File: config.mk
export PLATFORM = sky130hd
export DESIGN_NAME = uflc_core
export DESIGN_NICKNAME = d
export VERILOG_FILES = /design/src/rtl/uflc_pkg.sv /design/src/rtl/uflc_fifo.sv /design/src/rtl/uflc_core.sv
export SDC_FILE = /design/constraint.sdc
export NUM_CORES = 1
export LEC_CHECK = 0
export ABC_AREA = 1
export BUFFER_PORTS_ARGS = -buffer_cell sky130_fd_sc_hd__buf_2
export CELL_PAD_IN_SITES_DETAIL_PLACEMENT = 2
export CELL_PAD_IN_SITES_GLOBAL_PLACEMENT = 2
export CORE_MARGIN = 3
export CORE_UTILIZATION = 40
export DETAILED_ROUTE_END_ITERATION = 7
export GPL_ROUTABILITY_DRIVEN = 0
export HOLD_SLACK_MARGIN = 0.15
export PLACE_DENSITY = 0.84
export SYNTH_ARGS = -nofsm -noshare
export SYNTH_HDL_FRONTEND = slang
export SYNTH_SLANG_ARGS = --single-unit
File: constraint.sdc
create_clock -name core_clk -period 11.62 [get_ports core_clk]
set_input_delay 1.743 -clock core_clk [delete_from_list [all_inputs] [get_ports core_clk]]
set_output_delay 1.743 -clock core_clk [all_outputs]
set_load 0.02 [all_outputs]
File: src/rtl/uflc_pkg.sv
package uflc_pkg;

	// ----------------------------------------------------------------
	// register map: word index, byte address is four times the index
	// ----------------------------------------------------------------
	localparam int ADDR_W = 8;
	localparam logic [5:0] IDX_BAUD = 6'h00;
	localparam logic [5:0] IDX_FRAME = 6'h02;
	localparam logic [5:0] IDX_CTRL = 6'h03;
	localparam logic [5:0] IDX_STAT = 6'h04;
	localparam logic [5:0] IDX_DATA = 6'h07;

	// ----------------------------------------------------------------
	// frame_control fields
	// ----------------------------------------------------------------
	localparam int FC_LOOP = 7;
	localparam int FC_HALT = 6;
	localparam int FC_SRC = 5;
	localparam int FC_LEN9 = 4;
	localparam int FC_WAKE = 3;
	localparam int FC_ICT = 2;
	localparam int FC_PEN = 1;
	localparam int FC_PODD = 0;
	localparam logic [7:0] FC_RESET = 8'h00;

	// ----------------------------------------------------------------
	// transfer control and status fields
	// ----------------------------------------------------------------
	localparam int CT_TXEN = 0;
	localparam int CT_RXEN = 1;
	localparam int CT_DIR = 2;
	localparam int CT_RWU = 3;
	localparam logic [3:0] CT_RESET = 4'h0;
	localparam int ST_RXFULL = 0;
	localparam int ST_OVR = 1;
	localparam int ST_PERR = 2;
	localparam int ST_FERR = 3;
	localparam int ST_IDLE = 4;
	localparam int ST_TXEMPTY = 5;
	localparam int ST_TXFULL = 6;
	localparam int ST_HALTED = 7;

	// ----------------------------------------------------------------
	// widths, counts and reset values
	// ----------------------------------------------------------------
	localparam int BAUD_W = 13;
	localparam logic [12:0] BAUD_RESET = 13'h0010;
	localparam int CHAR_W = 9;
	localparam int FIFO_DEPTH = 8;
	localparam logic [3:0] LEN_8 = 4'h8;
	localparam logic [3:0] LEN_9 = 4'h9;
	localparam logic [3:0] IDLE_BITS_8 = 4'ha;
	localparam logic [3:0] IDLE_BITS_9 = 4'hb;

	typedef enum logic [1:0] {
		UFLC_IDLE = 2'b00,
		UFLC_START = 2'b01,
		UFLC_DATA = 2'b11,
		UFLC_STOP = 2'b10
	} uflc_state_t;

endpackage

File: src/rtl/uflc_fifo.sv
`timescale 1ns/1ps
module uflc_fifo #(
	parameter int WIDTH = 9,
	parameter int DEPTH = 8
) (
	input wire logic clk,
	input wire logic rst,
	input wire logic in_valid,
	output logic in_ready,
	input wire logic [WIDTH-1:0] in_data,
	output logic out_valid,
	input wire logic out_ready,
	output logic [WIDTH-1:0] out_data
);
	localparam int AW = $clog2(DEPTH);

	logic [WIDTH-1:0] mem_r [DEPTH];
	logic [AW:0] wr_r;
	logic [AW:0] wr_nxt;
	logic [AW:0] rd_r;
	logic [AW:0] rd_nxt;
	logic push;
	logic pop;

	// ----------------------------------------------------------------
	// full when pointers differ only in the wrap bit
	// ----------------------------------------------------------------
	always_comb begin
		in_ready = !((wr_r[AW] != rd_r[AW]) && (wr_r[AW-1:0] == rd_r[AW-1:0]));
		out_valid = (wr_r != rd_r);
		out_data = mem_r[rd_r[AW-1:0]];
		push = in_valid && in_ready;
		pop = out_valid && out_ready;
		wr_nxt = push ? wr_r + 1'b1 : wr_r;
		rd_nxt = pop ? rd_r + 1'b1 : rd_r;
	end

	always_ff @(posedge clk or posedge rst) begin
		if (rst) begin
			wr_r <= '0;
			rd_r <= '0;
		end else begin
			wr_r <= wr_nxt;
			rd_r <= rd_nxt;
		end
	end

	// storage has no reset: nothing reads a slot before it is written
	always_ff @(posedge clk) begin
		if (push) begin
			mem_r[wr_r[AW-1:0]] <= in_data;
		end
	end
endmodule

File: src/rtl/uflc_core.sv
// Implementation choice: the APB register port.
`timescale 1ns/1ps
// Notes on behaviour
// - loop select clear: full duplex, tx pin driven while transmitter enabled or busy, rx pin sampled
// - loop select set: receiver fed from transmitter output or tx pin, rx pin ignored
// - receiver source bit has no effect while loop select is clear
// - loop set, source 0: internal loopback, rx pin unused
// - loop set, source 1: single wire, tx pin joins transmitter and receiver
// - wait-halt bit 0 keeps running in wait state, 1 stops there
// - length bit picks 8-bit or 9-bit characters for both directions
// - resume method bit: idle-line wakeup at 0, address-mark at 1
// - idle count type: count after start bit at 0, after stop at 1
// - idle declared after 10 (8-bit) or 11 (9-bit) bit times of high line
// - parity enable generates and checks parity in the bit before stop
// - parity odd select: even at 0, odd at 1, over data plus parity
// - parity type ignored unless parity is enabled
// - single wire: direction bit decides whether tx line is driven
module uflc_core (
	input wire logic core_clk,
	input wire logic rst,
	input wire logic psel,
	input wire logic penable,
	input wire logic pwrite,
	input wire logic [uflc_pkg::ADDR_W-1:0] paddr,
	input wire logic [31:0] pwdata,
	output logic pready,
	output logic [31:0] prdata,
	output logic pslverr,
	output logic tx_out,
	output logic tx_oe,
	input wire logic tx_in,
	input wire logic rx_in,
	input wire logic wait_req,
	output logic halted
);
	logic [12:0] baud_r, baud_nxt;
	logic [7:0] fc_r, fc_nxt;
	logic [3:0] ctrl_r, ctrl_nxt;
	logic [7:0] stat_r, stat_nxt;
	logic [8:0] rx_data_r, rx_data_nxt;
	logic pready_r, pready_nxt, pslverr_r, pslverr_nxt;
	logic [31:0] prdata_r, prdata_nxt;
	uflc_pkg::uflc_state_t tx_state_r, tx_state_nxt, rx_state_r, rx_state_nxt;
	logic [12:0] tx_cnt_r, tx_cnt_nxt, rx_cnt_r, rx_cnt_nxt;
	logic [3:0] tx_idx_r, tx_idx_nxt, rx_idx_r, rx_idx_nxt;
	logic [8:0] tx_shift_r, tx_shift_nxt, rx_shift_r, rx_shift_nxt;
	logic tx_line_r, tx_line_nxt, tx_oe_r, tx_oe_nxt;
	logic [12:0] idle_tick_r, idle_tick_nxt;
	logic [3:0] idle_bits_r, idle_bits_nxt;
	logic idle_seen_r, idle_seen_nxt, halted_r, halted_nxt;
	logic [5:0] idx;
	logic mapped, acc, done, halt_req, rx_src, rx_got, rx_ferr, idle_event;
	logic [3:0] len, idle_thr;
	logic [12:0] baud_m1;
	logic f_in_ready, f_in_valid, f_out_valid, f_out_ready;
	logic [8:0] f_out_data;

	assign pready = pready_r;
	assign prdata = prdata_r;
	assign pslverr = pslverr_r;
	assign tx_out = tx_line_r;
	assign tx_oe = tx_oe_r;
	assign halted = halted_r;

	// ----------------------------------------------------------------
	// shared decode
	// ----------------------------------------------------------------
	always_comb begin
		idx = paddr[7:2];
		mapped = (paddr[1:0] == 2'b00) && (idx == uflc_pkg::IDX_BAUD
			|| idx == uflc_pkg::IDX_FRAME || idx == uflc_pkg::IDX_CTRL
			|| idx == uflc_pkg::IDX_STAT || idx == uflc_pkg::IDX_DATA);
		acc = psel && penable;
		done = acc && pready_r;
		halt_req = wait_req && fc_r[uflc_pkg::FC_HALT];
		len = fc_r[uflc_pkg::FC_LEN9] ? uflc_pkg::LEN_9 : uflc_pkg::LEN_8;
		idle_thr = fc_r[uflc_pkg::FC_LEN9] ? uflc_pkg::IDLE_BITS_9
			: uflc_pkg::IDLE_BITS_8;
		baud_m1 = baud_r - 13'h0001;
		// the pin is only seen when loop select is clear; source bit
		// matters only under loop select
		if (!fc_r[uflc_pkg::FC_LOOP]) begin
			rx_src = rx_in;
		end else if (!fc_r[uflc_pkg::FC_SRC]) begin
			rx_src = tx_line_r;
		end else begin
			rx_src = ctrl_r[uflc_pkg::CT_DIR] ? tx_line_r : tx_in;
		end
	end

	// ----------------------------------------------------------------
	// transmit fifo: a full fifo holds off the data write's pready
	// ----------------------------------------------------------------
	assign f_in_valid = done && pwrite && mapped && idx == uflc_pkg::IDX_DATA;

	uflc_fifo #(
		.WIDTH(uflc_pkg::CHAR_W),
		.DEPTH(uflc_pkg::FIFO_DEPTH)
	) u_fifo (
		.clk(core_clk),
		.rst(rst),
		.in_valid(f_in_valid),
		.in_ready(f_in_ready),
		.in_data(pwdata[8:0]),
		.out_valid(f_out_valid),
		.out_ready(f_out_ready),
		.out_data(f_out_data)
	);

	// ----------------------------------------------------------------
	// register file and apb answer
	// ----------------------------------------------------------------
	always_comb begin
		logic [7:0] live;
		logic [8:0] word;
		logic accept;
		live = stat_r;
		live[uflc_pkg::ST_TXEMPTY] = !f_out_valid && tx_state_r == uflc_pkg::UFLC_IDLE;
		live[uflc_pkg::ST_TXFULL] = !f_in_ready;
		live[uflc_pkg::ST_HALTED] = halted_r;
		baud_nxt = baud_r;
		fc_nxt = fc_r;
		ctrl_nxt = ctrl_r;
		stat_nxt = stat_r;
		rx_data_nxt = rx_data_r;
		pready_nxt = 1'b0;
		pslverr_nxt = 1'b0;
		prdata_nxt = prdata_r;
		word = rx_shift_r;
		accept = 1'b0;
		if (acc && !pready_r && (!(pwrite && mapped
			&& idx == uflc_pkg::IDX_DATA) || f_in_ready)) begin
			pready_nxt = 1'b1;
			pslverr_nxt = !mapped;
			prdata_nxt = 32'h0000_0000;
			if (mapped && !pwrite) begin
				case (idx)
				uflc_pkg::IDX_BAUD: prdata_nxt[12:0] = baud_r;
				uflc_pkg::IDX_FRAME: prdata_nxt[7:0] = fc_r;
				uflc_pkg::IDX_CTRL: prdata_nxt[3:0] = ctrl_r;
				uflc_pkg::IDX_STAT: prdata_nxt[7:0] = live;
				uflc_pkg::IDX_DATA: prdata_nxt[8:0] = rx_data_r;
				default: prdata_nxt = 32'h0000_0000;
				endcase
			end
		end
		// wakeup clears first so that a software set in the same cycle wins
		if (rx_got && ctrl_r[uflc_pkg::CT_RWU]) begin
			if (fc_r[uflc_pkg::FC_WAKE]
				&& rx_shift_r[fc_r[uflc_pkg::FC_PEN] ? len - 4'h2 : len - 4'h1]) begin
				ctrl_nxt[uflc_pkg::CT_RWU] = 1'b0;
				accept = 1'b1;
			end
		end else if (rx_got) begin
			accept = 1'b1;
		end
		if (idle_event && !fc_r[uflc_pkg::FC_WAKE]) begin
			ctrl_nxt[uflc_pkg::CT_RWU] = 1'b0;
		end
		if (done && mapped && pwrite) begin
			case (idx)
			uflc_pkg::IDX_BAUD: baud_nxt = pwdata[12:0];
			uflc_pkg::IDX_FRAME: fc_nxt = pwdata[7:0];
			uflc_pkg::IDX_CTRL: ctrl_nxt = pwdata[3:0];
			uflc_pkg::IDX_STAT: stat_nxt = stat_r & ~pwdata[7:0];
			default: stat_nxt = stat_nxt;
			endcase
		end
		if (done && mapped && !pwrite && idx == uflc_pkg::IDX_DATA) begin
			stat_nxt[uflc_pkg::ST_RXFULL] = 1'b0;
		end
		// hardware sets come last: an event beats a clear in the same cycle
		if (accept) begin
			if (fc_r[uflc_pkg::FC_PEN]) begin
				word[len - 4'h1] = 1'b0;
				stat_nxt[uflc_pkg::ST_PERR] = stat_nxt[uflc_pkg::ST_PERR]
					| ((^rx_shift_r) != fc_r[uflc_pkg::FC_PODD]);
			end
			stat_nxt[uflc_pkg::ST_FERR] = stat_nxt[uflc_pkg::ST_FERR] | rx_ferr;
			if (stat_nxt[uflc_pkg::ST_RXFULL]) begin
				stat_nxt[uflc_pkg::ST_OVR] = 1'b1;
			end else begin
				stat_nxt[uflc_pkg::ST_RXFULL] = 1'b1;
				rx_data_nxt = word;
			end
		end
		if (idle_event) begin
			stat_nxt[uflc_pkg::ST_IDLE] = 1'b1;
		end
		stat_nxt[7:5] = 3'h0;
	end

	always_ff @(posedge core_clk or posedge rst) begin
		if (rst) begin
			baud_r <= uflc_pkg::BAUD_RESET;
			fc_r <= uflc_pkg::FC_RESET;
			ctrl_r <= uflc_pkg::CT_RESET;
			stat_r <= 8'h00;
			rx_data_r <= 9'h000;
			pready_r <= 1'b0;
			pslverr_r <= 1'b0;
			prdata_r <= 32'h0000_0000;
		end else begin
			baud_r <= baud_nxt;
			fc_r <= fc_nxt;
			ctrl_r <= ctrl_nxt;
			stat_r <= stat_nxt;
			rx_data_r <= rx_data_nxt;
			pready_r <= pready_nxt;
			pslverr_r <= pslverr_nxt;
			prdata_r <= prdata_nxt;
		end
	end

	// ----------------------------------------------------------------
	// transmitter: a disabled or halted unit ends the current character
	// ----------------------------------------------------------------
	always_comb begin
		logic [8:0] word;
		word = f_out_data;
		f_out_ready = 1'b0;
		tx_state_nxt = tx_state_r;
		tx_cnt_nxt = tx_cnt_r - 13'h0001;
		tx_idx_nxt = tx_idx_r;
		tx_shift_nxt = tx_shift_r;
		tx_line_nxt = tx_line_r;
		case (tx_state_r)
		uflc_pkg::UFLC_IDLE: begin
			tx_line_nxt = 1'b1;
			tx_cnt_nxt = baud_m1;
			if (ctrl_r[uflc_pkg::CT_TXEN] && f_out_valid && !halt_req) begin
				f_out_ready = 1'b1;
				if (!fc_r[uflc_pkg::FC_LEN9]) begin
					word[8] = 1'b0;
				end
				if (fc_r[uflc_pkg::FC_PEN]) begin
					word[len - 4'h1] = 1'b0;
					word[len - 4'h1] = (^word) ^ fc_r[uflc_pkg::FC_PODD];
				end
				tx_shift_nxt = word;
				tx_line_nxt = 1'b0;
				tx_state_nxt = uflc_pkg::UFLC_START;
			end
		end
		uflc_pkg::UFLC_START: begin
			if (tx_cnt_r == 13'h0000) begin
				tx_cnt_nxt = baud_m1;
				tx_idx_nxt = 4'h0;
				tx_line_nxt = tx_shift_r[0];
				tx_shift_nxt = tx_shift_r >> 1;
				tx_state_nxt = uflc_pkg::UFLC_DATA;
			end
		end
		uflc_pkg::UFLC_DATA: begin
			if (tx_cnt_r == 13'h0000) begin
				tx_cnt_nxt = baud_m1;
				if (tx_idx_r == len - 4'h1) begin
					tx_line_nxt = 1'b1;
					tx_state_nxt = uflc_pkg::UFLC_STOP;
				end else begin
					tx_idx_nxt = tx_idx_r + 4'h1;
					tx_line_nxt = tx_shift_r[0];
					tx_shift_nxt = tx_shift_r >> 1;
				end
			end
		end
		uflc_pkg::UFLC_STOP: begin
			if (tx_cnt_r == 13'h0000) begin
				tx_state_nxt = uflc_pkg::UFLC_IDLE;
			end
		end
		default: tx_state_nxt = uflc_pkg::UFLC_IDLE;
		endcase
		tx_oe_nxt = ctrl_r[uflc_pkg::CT_TXEN] || tx_state_r != uflc_pkg::UFLC_IDLE;
		if (fc_r[uflc_pkg::FC_LOOP] && fc_r[uflc_pkg::FC_SRC]) begin
			tx_oe_nxt = tx_oe_nxt && ctrl_r[uflc_pkg::CT_DIR];
		end
	end

	always_ff @(posedge core_clk or posedge rst) begin
		if (rst) begin
			tx_state_r <= uflc_pkg::UFLC_IDLE;
			tx_cnt_r <= 13'h0000;
			tx_idx_r <= 4'h0;
			tx_shift_r <= 9'h000;
			tx_line_r <= 1'b1;
			tx_oe_r <= 1'b0;
		end else begin
			tx_state_r <= tx_state_nxt;
			tx_cnt_r <= tx_cnt_nxt;
			tx_idx_r <= tx_idx_nxt;
			tx_shift_r <= tx_shift_nxt;
			tx_line_r <= tx_line_nxt;
			tx_oe_r <= tx_oe_nxt;
		end
	end

	// ----------------------------------------------------------------
	// receiver: mid-bit sampling, no oversampling vote
	// ----------------------------------------------------------------
	always_comb begin
		rx_state_nxt = rx_state_r;
		rx_cnt_nxt = rx_cnt_r - 13'h0001;
		rx_idx_nxt = rx_idx_r;
		rx_shift_nxt = rx_shift_r;
		rx_got = 1'b0;
		rx_ferr = 1'b0;
		case (rx_state_r)
		uflc_pkg::UFLC_IDLE: begin
			rx_cnt_nxt = baud_r >> 1;
			if (ctrl_r[uflc_pkg::CT_RXEN] && !halt_req && !rx_src) begin
				rx_state_nxt = uflc_pkg::UFLC_START;
			end
		end
		uflc_pkg::UFLC_START: begin
			if (rx_cnt_r == 13'h0000) begin
				rx_cnt_nxt = baud_m1;
				rx_idx_nxt = 4'h0;
				rx_shift_nxt = 9'h000;
				rx_state_nxt = rx_src ? uflc_pkg::UFLC_IDLE : uflc_pkg::UFLC_DATA;
			end
		end
		uflc_pkg::UFLC_DATA: begin
			if (rx_cnt_r == 13'h0000) begin
				rx_cnt_nxt = baud_m1;
				rx_shift_nxt[rx_idx_r] = rx_src;
				rx_idx_nxt = rx_idx_r + 4'h1;
				if (rx_idx_r == len - 4'h1) begin
					rx_state_nxt = uflc_pkg::UFLC_STOP;
				end
			end
		end
		uflc_pkg::UFLC_STOP: begin
			if (rx_cnt_r == 13'h0000) begin
				rx_got = 1'b1;
				rx_ferr = !rx_src;
				rx_state_nxt = uflc_pkg::UFLC_IDLE;
			end
		end
		default: rx_state_nxt = uflc_pkg::UFLC_IDLE;
		endcase
	end

	// ----------------------------------------------------------------
	// idle detector, counted in bit times of high line
	// ----------------------------------------------------------------
	always_comb begin
		idle_event = 1'b0;
		idle_tick_nxt = idle_tick_r;
		idle_bits_nxt = idle_bits_r;
		idle_seen_nxt = idle_seen_r && rx_src;
		halted_nxt = halt_req && tx_state_r == uflc_pkg::UFLC_IDLE
			&& rx_state_r == uflc_pkg::UFLC_IDLE;
		if (!rx_src || !ctrl_r[uflc_pkg::CT_RXEN] || (fc_r[uflc_pkg::FC_ICT]
			&& rx_state_r != uflc_pkg::UFLC_IDLE)) begin
			idle_tick_nxt = 13'h0000;
			idle_bits_nxt = 4'h0;
		end else if (!idle_seen_r) begin
			if (idle_tick_r >= baud_m1) begin
				idle_tick_nxt = 13'h0000;
				idle_bits_nxt = idle_bits_r + 4'h1;
				if (idle_bits_nxt == idle_thr) begin
					idle_event = 1'b1;
					idle_seen_nxt = 1'b1;
				end
			end else begin
				idle_tick_nxt = idle_tick_r + 13'h0001;
			end
		end
	end

	always_ff @(posedge core_clk or posedge rst) begin
		if (rst) begin
			rx_state_r <= uflc_pkg::UFLC_IDLE;
			rx_cnt_r <= 13'h0000;
			rx_idx_r <= 4'h0;
			rx_shift_r <= 9'h000;
			idle_tick_r <= 13'h0000;
			idle_bits_r <= 4'h0;
			idle_seen_r <= 1'b0;
			halted_r <= 1'b0;
		end else begin
			rx_state_r <= rx_state_nxt;
			rx_cnt_r <= rx_cnt_nxt;
			rx_idx_r <= rx_idx_nxt;
			rx_shift_r <= rx_shift_nxt;
			idle_tick_r <= idle_tick_nxt;
			idle_bits_r <= idle_bits_nxt;
			idle_seen_r <= idle_seen_nxt;
			halted_r <= halted_nxt;
		end
	end
endmodule

==> impl_metrics.json <==
{
  "outcome": "finished, final reports clean",
  "power.density_cell_area_nw_per_um2": 135.8,
  "async_flop_share_pct": 65.88,
  "finalHoldViolations": 0,
  "drc_errors": 0,
  "design_area_sq_um": 12440,
  "first_pass_iters": 5,
  "die_x_um": 172.1,
  "yosysWarnings": 0,
  "drv_cap": 0,
  "syn_to_final_growth_pct": 12.77,
  "start_util_pct": 40.82,
  "die-area_sq_um": 29610,
  "synthesis.instances": 1278,
  "synth_top_cell_by_area": "dfrtp_1",
  "multi_input_area_sq_um": 4472,
  "vias": 9267,
  "cts.htree.levels": 1,
  "grt_pass1_wl_um": 60720,
  "wirelength_um": 38270,
  "skew_ps": 20.65,
  "cts_buffers": 26,
  "period_needed_ps": 4518,
  "antenna_left": 0,
  "relSlewSlack_pct": 29.94,
  "min_path_type": "reg2reg",
  "viasPerCell": 5.477,
  "antenna_found_initial": 1,
  "worst_slew_pin_slew_ps": 1048,
  "path_clk_slew_ps": 60,
  "fp-row-count": 60,
  "maxSlewViolCount": 0,
  "yosys-top-cells-count": "296 x nand2_1, 174 x inv_1, 137 x dfrtp_1",
  "vdd_drop_max_uv": 109.1,
  "fp.dieH_um": 172.1,
  "crit_fanout": 8,
  "cp_slowest_stage_delay_ps": 500,
  "synthFlopType": "dfrtp_1",
  "clock_sinks": 211,
  "synth_area_leaders": "dfrtp_1 31%, edfxtp_1 20%, nand2_1 10%",
  "postCtsSetupBuffers": 0,
  "cts_tree": "built",
  "port-buffer-count": 46,
  "crit_path_end_kind": "register",
  "synth.distinct_cells": 50,
  "synth_area_sq_um": 11030,
  "syn_area_per_cell_sq_um": 8.632,
  "drtIter0Drc": 434,
  "placed_cell_area_sq_um": 11560,
  "clockBufferDepth": 3,
  "seq_area_sq_um": 5643,
  "path_cells": "inv_1 -> ha_1 -> nand2_1 -> nor2_1 -> nand2_1 -> nor3_2 -> nand3_1 -> xor2_1 -> inv_1 -> ha_1 -> nand2_1 -> nor2_1 -> o211ai_1 -> nand3_1 -> nor2_1 -> nor2_1 -> inv_1 -> o21ai_0 -> a21oi_1",
  "worst_path_max_delay_cell": "nor2_1",
  "antennaDiodeCount": 0,
  "grt_max_degree": 81,
  "p_leak_nw": 5.788,
  "fin_setup_tns_ps": 0,
  "grt.total_usage_pct": 26.46,
  "worstPathArrival_ps": 4930,
  "num-fill-cells": 2988,
  "overflow": 0,
  "period_share_pct": 38.89,
  "cts.repair.resized": 0,
  "post-synth-top-count-cell": "nand2_1",
  "rsz0062_at_grt": "no",
  "holdBufCountCts": 0,
  "synth-edff-count": 72,
  "crit_top_cell": "nor2_1",
  "finalSetupViolCount": 0,
  "cts-root-buf": "clkbuf_16",
  "fmax_mhz": 221.3,
  "synth_top_cell_area_share_pct": 31.08,
  "routedWlPerCell_um": 22.62,
  "hpwl_um": 25780,
  "drive_above_1_share_pct": 9.919,
  "layout.nets": 1407,
  "insertion_delay_ps": 540,
  "io_pins": 85,
  "grt_pass1_vias": 10640,
  "worstSetupStartpointType": "register",
  "power.total_mw": 1.690,
  "worstSetupPathType": "reg2reg",
  "ys_seq_elements": 211,
  "fp.coreArea_sq_um": 27030,
  "seq_area_frac_synth_pct": 51.15,
  "cp.required_ps": 12030
}
[where the power goes]
group	switching (mW)	internal, mW
Sequential	0.00620	0.776
Combinational	0.0434	0.0135
Clock	0.334	0.516
Total	0.384	1.31
[logic make-up after synthesis]
| kind of cell | after synthesis | synth area share, % |
|---|---|---|
| AO/OA/AOI/OAI | 203 | 11.30 |
| XOR/XNOR | 48 | 3.811 |
| adder cells (fa/ha/maj) | 28 | 3.176 |
| buffers and inverters | 232 | 8.926 |
| flip-flops | 211 | 51.15 |
| multiplexers | 1 | 0.09074 |
| other | 1 | 0.03399 |
| AND/OR/NAND/NOR | 554 | 21.52 |
[layout by cell type, fill, tap and decap left out, drive strengths merged, types with 19 or more instances in the layout]
cell type / count
nand2: 302
nor3: 27
buf: 61
o21ai: 85
nor2: 110
dfrtp: 137
edfxtp: 72
inv: 178
conb: 19
clkbuf: 44
ha: 28
xor2: 32
nand3: 91
a21oi: 42
[stage by stage]
stage                     utilization, %  setup WS, ps  cells  hold slack (ps)
after floorplan                        -          6156   1296            442.9
after global placement             42.76          7243   1644            459.1
after detailed placement           42.76          6970   1644            472.6
after CTS                          46.03          7086   1692            491.8
after global routing               46.03          6644   1692            521.7
final                              46.03          7102   1692            488.0
[metal layers]
metal	part of all wire (%)	wire (um)	track usage [%]	vias up
li1	-	-	-	4289
met5	0.021	8	0	-
met2	54	20550	50.74	183
met4	2.9	1117	7.706	2
met1	40	15270	30.63	4720
met3	3.5	1329	3.544	73
[path summary, 6_finish.rpt]
check | startpoint | end | slack (ps) | cells past startpoint
worst max-delay path | baud_r[0]$_DFFE_PP0P_ | idle_tick_r[7]$_DFFE_PP0P_ | 7100 | 19
worst min-delay path | prdata[12]$_DFFE_PP0P_ | prdata[12]$_DFFE_PP0P_ | 490 | 2
worst max register to register | baud_r[0]$_DFFE_PP0P_ | idle_tick_r[7]$_DFFE_PP0P_ | 7100 | 19
worst min register to register | prdata[12]$_DFFE_PP0P_ | prdata[12]$_DFFE_PP0P_ | 490 | 2
max in group asynchronous | rst | tx_cnt_r[6]$_DFF_PP0_ | 8930 | 3
min in group asynchronous | rst | rx_idx_r[3]$_DFFE_PP0P_ | 1340 | 2
[critical path: cells and delay by family (launching register included)]
family,cells,cell delay (ps)
and+or+nand+nor,10,1830
xor gates and xnor gates,1,450
AOI/OAI and AO/OA,3,350
buffers and inverters,3,670
adders and majority gates,2,580
DFF,1,470
[final cells by class]
type / instances / share of cell area (%)
tap: 341 / 3.430
clock inverter: 4 / 0.5934
inverter: 178 / 5.411
clock buffer: 44 / 6.507
multi-input combinational: 853 / 35.94
timing repair buffer: 61 / 2.756
sequential: 211 / 45.36
[registers in the layout, indices dropped and copies added, names as in the netlist, 2 cells and up]
register      flops
rx_shift_r        9
idle_bits_r       4
stat_r            5
tx_state_r        2
rx_idx_r          4
tx_idx_r          4
ctrl_r            4
u_fifo.wr_r       4
rx_data_r         9
u_fifo.mem_r     72
tx_shift_r        9
idle_tick_r      13
baud_r           13
rx_state_r        2
u_fifo.rd_r       4
prdata           13
rx_cnt_r         13
tx_cnt_r         13
fc_r              8
No activity file was read; power rests on OpenSTA's default activity.
